## src/pkg/btf_pkg.sv

```systemverilog
package btf_pkg;
	// ***************************
	// opcode fields
	// ***************************
	localparam logic [3:0] BTF_TOGGLE_NIB = 4'h7;
	localparam logic [7:0] BTF_OVBR_BYTE = 8'he4;
	localparam logic [7:0] BTF_ZBR_BYTE = 8'he0;
	localparam int BTF_BIT_LSB = 9;
	localparam int BTF_ACC_POS = 8;
	localparam logic [3:0] BTF_ACCESS_BANK = 4'h0;
	localparam int BTF_PC_W = 21;
	localparam logic [BTF_PC_W-1:0] BTF_PC_STEP = 21'h000002;
	localparam logic [BTF_PC_W-1:0] BTF_PC_RESET = 21'h000000;

	// ***************************
	// quarter-cycle phases
	// ***************************
	typedef enum logic [3:0]
	{
		BTF_Q1 = 4'h1,
		BTF_Q2 = 4'h2,
		BTF_Q3 = 4'h4,
		BTF_Q4 = 4'h8
	} btf_phase_t;
endpackage : btf_pkg

```

## src/hdl/btf_decode.sv

```systemverilog
`timescale 1ns/10ps
module btf_decode
	import btf_pkg::*;
(
	// instruction word
	input wire logic [15:0] instr,
	// decoded class
	output logic isToggle,
	output logic isOvBranch,
	output logic isZeroBranch
);
	assign isToggle = (instr[15:12] == BTF_TOGGLE_NIB);
	assign isOvBranch = (instr[15:8] == BTF_OVBR_BYTE);
	assign isZeroBranch = (instr[15:8] == BTF_ZBR_BYTE);
endmodule : btf_decode

```

## src/hdl/btf_exec.sv

```systemverilog
`timescale 1ns/10ps
// Function
// - toggle opcode 0111, bit, access, address
// - invert selected bit only, flags untouched
// - access bit 0 access bank, else bank select
// - eight-bit register address, 0 to 255
// - overflow branch upper byte 1110 0100
// - overflow branch taken only when flag set
// - target is incremented pc plus twice offset
// - one word, one cycle, two when taken
// - q4 writes pc then nop cycle if taken
// - zero branch upper byte 1110 0000
// - zero branch taken only when flag set
module btf_exec
	import btf_pkg::*;
(
	// clock and reset
	input wire logic clk,
	input wire logic nrst,
	// instruction and status
	input wire logic [15:0] instr,
	input wire logic ovFlag,
	input wire logic zeroFlag,
	input wire logic [3:0] bank_select_register,
	// data memory
	output logic [11:0] memAddr,
	input wire logic [7:0] memRdata,
	output logic [7:0] memWdata,
	output logic memRd,
	output logic memWr,
	// program counter
	output logic [BTF_PC_W-1:0] pc,
	output logic flush,
	output logic [3:0] phase
);
	// ***************************
	// decode
	// ***************************
	logic isToggle;
	logic isOvBranch;
	logic isZeroBranch;
	btf_phase_t phase_r;
	logic [15:0] ir_r;
	logic ovS_r;
	logic zS_r;
	logic take_r;
	logic nop_r;
	logic [7:0] data_r;
	logic [BTF_PC_W-1:0] pc_r;
	logic [BTF_PC_W-1:0] target;

	btf_decode uDec
	(
		.instr(ir_r),
		.isToggle(isToggle),
		.isOvBranch(isOvBranch),
		.isZeroBranch(isZeroBranch)
	);

	// ***************************
	// phase sequencer
	// ***************************
	always_ff @(posedge clk or negedge nrst)
	begin
		if (!nrst)
			phase_r <= BTF_Q1;
		else
			case (phase_r)
				BTF_Q1: phase_r <= BTF_Q2;
				BTF_Q2: phase_r <= BTF_Q3;
				BTF_Q3: phase_r <= BTF_Q4;
				BTF_Q4: phase_r <= BTF_Q1;
				default: phase_r <= BTF_Q1;
			endcase
	end

	// instruction latched in q1 of an execute cycle, not a nop cycle
	always_ff @(posedge clk or negedge nrst)
	begin
		if (!nrst)
		begin
			ir_r <= 16'h0000;
			ovS_r <= 1'b0;
			zS_r <= 1'b0;
		end
		else if (phase_r == BTF_Q1)
		begin
			ir_r <= nop_r ? 16'h0000 : instr;
			ovS_r <= ovFlag;
			zS_r <= zeroFlag;
		end
	end

	// ***************************
	// branch
	// ***************************
	// sign-extend then double; 21-bit wrap is the core's address space
	assign target = pc_r + BTF_PC_STEP
		+ {{(BTF_PC_W-9){ir_r[7]}}, ir_r[7:0], 1'b0};

	always_ff @(posedge clk or negedge nrst)
	begin
		if (!nrst)
			take_r <= 1'b0;
		else if (phase_r == BTF_Q3)
			take_r <= (isOvBranch && ovS_r)
				|| (isZeroBranch && zS_r);
	end

	always_ff @(posedge clk or negedge nrst)
	begin
		if (!nrst)
			pc_r <= BTF_PC_RESET;
		else if (phase_r == BTF_Q4)
			pc_r <= take_r ? target : pc_r + BTF_PC_STEP;
	end

	// second cycle of a taken branch is a forced nop
	always_ff @(posedge clk or negedge nrst)
	begin
		if (!nrst)
			nop_r <= 1'b0;
		else if (phase_r == BTF_Q4)
			nop_r <= take_r;
	end

	// ***************************
	// bit toggle
	// ***************************
	always_ff @(posedge clk or negedge nrst)
	begin
		if (!nrst)
			data_r <= 8'h00;
		else if (phase_r == BTF_Q2)
			data_r <= memRdata;
		else if (phase_r == BTF_Q3)
			data_r <= data_r ^ (8'h01 << ir_r[BTF_BIT_LSB+:3]);
	end

	always_comb
	begin
		memAddr = {ir_r[BTF_ACC_POS] ? bank_select_register
			: BTF_ACCESS_BANK, ir_r[7:0]};
		memRd = isToggle && (phase_r == BTF_Q2);
		memWr = isToggle && (phase_r == BTF_Q4);
	end

	assign memWdata = data_r;
	assign pc = pc_r;
	assign flush = nop_r;
	assign phase = phase_r;
endmodule : btf_exec

```

## config.mk

```make
export PLATFORM = sky130hd
export DESIGN_NAME = btf_exec
export DESIGN_NICKNAME = d
export VERILOG_FILES = /design/src/pkg/btf_pkg.sv /design/src/hdl/btf_decode.sv /design/src/hdl/btf_exec.sv
export SDC_FILE = /design/constraint.sdc
export NUM_CORES = 1
export LEC_CHECK = 0
export ABC_AREA = 1
export BUFFER_PORTS_ARGS = -buffer_cell sky130_fd_sc_hd__clkbuf_2
export CAP_MARGIN = 20
export CORE_MARGIN = 2
export CORE_UTILIZATION = 55
export DETAILED_ROUTE_END_ITERATION = 16
export PLACE_DENSITY_LB_ADDON = 0.05
export SYNTH_ARGS = -nofsm -noshare
export SYNTH_HDL_FRONTEND = slang
export SYNTH_SLANG_ARGS = --single-unit
```

## constraint.sdc

```tcl
create_clock -name clk -period 4 [get_ports clk]
set_input_delay 1.2 -clock clk [delete_from_list [all_inputs] [get_ports clk]]
set_output_delay 1.2 -clock clk [all_outputs]
set_load 0.01 [all_outputs]
```

# Word level (Yosys, flattened, before mapping)
# Cells that the tools add are included.
dict set report op_classes {
  n_addsub 2
  mul 0
  div_mod_pow 0
  n_lt_le_gt_ge 0
  eq_ne 7
  shift 1
  n_mux 6
  bitwise 1
  n_reduce_logical 6
}
# operator count
set ops {}
lappend ops {{$add 21x2->21 const B} 1}
lappend ops {{$add 21x21->21} 1}
lappend ops {{$mux 21} 1}
lappend ops {{$eq 8x8->1 const B} 2}
lappend ops {{$mux 16} 1}
lappend ops {{$mux 8} 2}
lappend ops {{$pmux 4 s3} 1}
lappend ops {{$eq 4x3->1 const B} 2}
lappend ops {{$shl 1x3->8 const A} 1}
lappend ops {{$xor 8x8->8} 1}
lappend ops {{$eq 4x1->1 const B} 1}
lappend ops {{$eq 4x2->1 const B} 1}
lappend ops {{$eq 4x4->1 const B} 1}
lappend ops {{$logic_and 1x1->1} 4}
lappend ops {{$mux 4} 1}
lappend ops {{$reduce_bool 2->1} 1}
lappend ops {{$logic_or 1x1->1} 1}
dict set report word_totals {
  ff_bits 53
  latch_bits 0
  ram_bits 0
  rom_bits 0
  input_bits 32
  out_inout_bits 48
  wordCells 31
  n_memories 0
}

# Depth between registers and ports, before layout
dict set report logic_depth {
  word_depth 4
  mapped_depth 22
  ltp_nobuf 22
}

# Hierarchy
# From an unflattened synthesis, not the netlist that was laid out.
dict set report unflattened {
  cells_unflattened 625
  hier_area_um2 4231.6
}
# module n_inst cells_each area_each_um2 seq_area_each_um2
set by_module_without_submodules {}
lappend by_module_without_submodules {btf_exec 1 610 4172.8 1302.5}
lappend by_module_without_submodules {btf_decode 1 15 58.8 0.0}

# Worst setup path after synthesis
# Ideal clock, no wire load.
dict set report synth_timing {
  path_type {input-to-output}
  from {input port bank_select_register[3]}
  to {output port memAddr[11]}
  arrival_time_ns 1.321
  t_required_ns 2.800
  path_slack_ns 1.479
  path_stages 2
  n_path_buf 0
  path_cell_list {nand2_1 -> inv_1}
}
dict set report synth_between {
  elab_chain_len 1
}
# element line_no
set synth_lines {}
lappend synth_lines {{from (decl)} btf_exec.sv:24} ;# input wire logic [3:0] bank_select_register,
lappend synth_lines {{$mux 4} btf_exec.sv:142} ;# memAddr = {ir_r[BTF_ACC_POS] ? bank_select_register
lappend synth_lines {{to (decl)} btf_exec.sv:26} ;# output logic [11:0] memAddr,
# No other way between the ends.

# Worst setup path after layout
dict set report layout_timing {
  from {register pc_r[2] (netlist: pc[2])}
  to {register pc_r[18] (netlist: pc[18])}
}
dict set report layout_between {
  elab_chain_len 3
}
# element line_no
set layout_lines {}
lappend layout_lines {{from (decl)} btf_exec.sv:49} ;# logic [BTF_PC_W-1:0] pc_r;
lappend layout_lines {{from (signal assigned)} btf_exec.sv:115} ;# pc_r <= take_r ? target : pc_r + BTF_PC_STEP;
lappend layout_lines {{$add 21x2->21 *} {btf_exec.sv:98, btf_exec.sv:115}}
lappend layout_lines {{$add 21x21->21} btf_exec.sv:99} ;# + {{(BTF_PC_W-9){ir_r[7]}}, ir_r[7:0], 1'b0};
lappend layout_lines {{$mux 21 *} btf_exec.sv:115}
# Mark *: on every way between the ends. The rest lies on a longest branch, timed or not.
# A chain may end at the register's enable or synchronous reset.

==> impl_metrics.yaml <==
run_status:
  status: "finished clean"
yosys:
  synth_compound_gate_area_share_pct: 13.8
  synthAdderAreaFrac_pct: 7.75
  synth.area.top_cells: "dfrtp_1 (31%), nand2_1 (14%), ha_1 (7.3%)"
  synthSimpleGateAreaFrac_pct: 31.5
  synth_top_area_share_pct: 30.9
  ys_ff_latch: 52
  synth_xor_area_share_pct: 5.05
  yosysWarnings: 0
  ys_types: 44
  synth_top_family_by_area: "simple AND/OR/NAND/NOR gates"
  syn_inst: 597
  syn_area_um2: 4130
  postSynthAreaPerCell_um2: 6.92
  synth_mux_area_share_pct: 0
  yosysTopAreaCell: "dfrtp_1"
  mappedNetlistNets: 654
  synth_seq_area_share_pct: 31.5
drt:
  wl_um: 10500
  drt-pass1-iter-count: 5
  drcViolationCount: 0
  via_per_inst: 5.30
  routedWlPerCell_um: 13.7
  first_iter_violations: 209
  num_vias: 4053
  postRouteAntennaNets: 0
worst_setup_path:
  arrival_ps: 3210
  path_buf_inv: 2
  worstPathRequired_ps: 4190
  startpoint_type: "register"
  worst-path-max-fanout: 5
  r2r_cells: 18
  max_stage_delay_ps: 410
  critPathKind: "register to register"
  reg2reg_slack_ps: 980
  crit_cells: 18
  reg2reg_to: "pc[18]$_DFFE_PN0P_"
  critPathTopFamily: "simple AND/OR/NAND/NOR gates"
  crit_chain: "ha_1, nand2_1, nor2_4, nand2_2, nor2_2, nand2_1, xor2_1, inv_1, ha_1, nand2_1, inv_1, nand2_1, nor3_1, o21ai_0, nand4_1, nand3_1, nand3_1, nand2_1"
  critical_path.most_common_cell: "nand2_1"
  critPathCapture: "pc[18]$_DFFE_PN0P_"
  cp_slowest_cell: "dfrtp_1"
  end_kind: "register"
  startpoint: "pc[2]$_DFFE_PN0P_"
  timing.rr.start: "pc[2]$_DFFE_PN0P_"
grt:
  antenna_found_initial: 0
  grt_pass1_wl_um: 17500
  grt_util_all_layers_pct: 26.1
  overflow: 0
  first_global_vias: 3714
  grt_max_degree: 31
clock_network:
  ctsResizeCount: 0
  clk_path_buf_depth: 2
  path_clk_slew_ps: 90
  insertion_delay_ps: 300
  post_cts_buffers: 0
  cts_tree: "yes"
  root_buffer: "clkbuf_8"
  cts_sinks: 52
  cts_buffers: 5
  htreeDepth: 2
  cts-hold-fix-buffers: 0
layout:
  final_common_cell: "nand2_1"
  syn_to_final_growth_pct: 12.7
  fin_util_pct: 64.2
  final_area_um2: 4660
  drive_gt1_share_pct: 17.4
  n_antenna_cell: 0
  layout_common_cells: "nand2_1 (156), clkbuf_2 (78), inv_1 (75), nand3_1 (56), dfrtp_1 (51)"
  fin_nets: 722
floorplan:
  die_h_um: 90.7
  initial_core_util_pct: 57.0
  io_pins: 80
  rows: 31
  die-width_um: 90.7
  die_area_um2: 8230
  coreArea_um2: 7250
sta:
  setup_viol: 0
  finalCritPeriodShare_pct: 75.5
  fmax_mhz: 331
  worstMarginPinSlew_ps: 776
  rsz0062_at_grt: "no"
  hold_viol_final: 0
  finClkSkew_ps: 10.9
  tns_ps: 0
  slew_headroom_pct: 48.3
  maxSlewViolCount: 0
  min_period_ps: 3020
placed_design:
  gp_congestion: 0.954
  io_buffers: 78
  postPlaceCellArea_um2: 4560
  dp_hpwl_um: 8160
job:
  drv_cap: 0
power_and_ir_drop:
  p_leak_nw: 2.58
  irDropWorstVdd_v: 0.000186
  power.total_mw: 1.37
  power.density_nw_per_um2: 295
hold_path:
  hold_class: "register to register"
  worstHoldStart: "ir_r[13]$_DFFE_PN0P_"
[synth_stat cells]
master / number
a21boi_0: 2
a21o_1: 3
a21oi_1: 32
a21oi_2: 1
a31oi_1: 2
and2_1: 2
and2_4: 1
buf_2: 3
buf_4: 9
clkbuf_1: 8
clkbuf_4: 1
clkinv_1: 3
conb_1: 1
dfrtp_1: 51
dfstp_2: 1
fa_1: 1
ha_1: 24
inv_1: 75
inv_2: 3
nand2_1: 156
nand2_2: 3
nand2_4: 1
nand3_1: 56
nand3_2: 1
nand4_1: 4
nand4_4: 1
nor2_1: 46
nor2_2: 2
nor2_4: 5
nor3_1: 8
nor3_2: 2
nor3_4: 1
nor4_1: 1
o211ai_1: 5
o21ai_0: 44
o21ai_1: 6
o21bai_1: 5
o21bai_2: 1
o221ai_1: 1
o22ai_1: 1
or2_2: 1
xnor2_1: 3
xnor2_2: 1
xor2_1: 19
[metal layers]
layer / vias to the layer above / share of wire [%] / global-route usage (%)
li1: 2055 / - / -
met1: 1878 / 46 / 36.2
met2: 104 / 48 / 42.9
met3: 16 / 3.8 / 3.09
met4: 0 / 1.6 / 7.56
met5: - / 0 / 0
[layout make-up]
class                   instances  area, um2
flip-flops and latches         52       1300
fillers                       689       2600
inverters                      81        304
clock buffers                   6       82.6
multi-input cells             443       2410
clock inverters                 2       10.0
repair buffers                 82        420
well taps                      99        124
[kinds of logic (layout without fill, tap and decap cells)]
family / count (synthesis) / after routing
other: 1 / 1
adders and majority gates: 25 / 25
and+or+nand+nor: 291 / 291
xor gates and xnor gates: 23 / 23
DFF: 52 / 52
buffers and inverters: 102 / 171
AOI/OAI and AO/OA: 103 / 103
[tightest hold or removal path: stages, from the launching register on]
cell and delay, ps:
dfrtp_1 350, nand2_1 50, nand2_1 50
[flip-flops by register name (all words and copies together) (netlist names)]
register and cells:
flush 1, phase 4, zS_r 1, ir_r 16
ovS_r 1, memWdata 8, take_r 1, pc 20
[worst min-delay path by stage]
stage          slack (ps)  cells past startpoint                   end
2_1_floorplan         450                      2  ir_r[13]$_DFFE_PN0P_
3_3_place_gp          460                      2  ir_r[13]$_DFFE_PN0P_
3_5_place_dp          470                      2  ir_r[13]$_DFFE_PN0P_
4_1_cts               490                      2  ir_r[13]$_DFFE_PN0P_
5_1_grt               520                      2  ir_r[14]$_DFFE_PN0P_
6_report              490                      2  ir_r[13]$_DFFE_PN0P_
[metrics by stage]
stage / setup slack [ps] / hold WS [ps] / std cells
2_1_floorplan: 1480 / 449 / 597
3_3_place_gp: 1040 / 461 / 757
3_5_place_dp: 1010 / 466 / 757
4_1_cts: 1010 / 490 / 765
5_1_grt: 652 / 520 / 765
6_report: 980 / 487 / 765
[power by group]
part           internal [mW]  switching [mW]
Combinational          0.166           0.281
Clock                  0.139           0.174
Sequential             0.565          0.0490
Power figures use the tool's default switching activity.
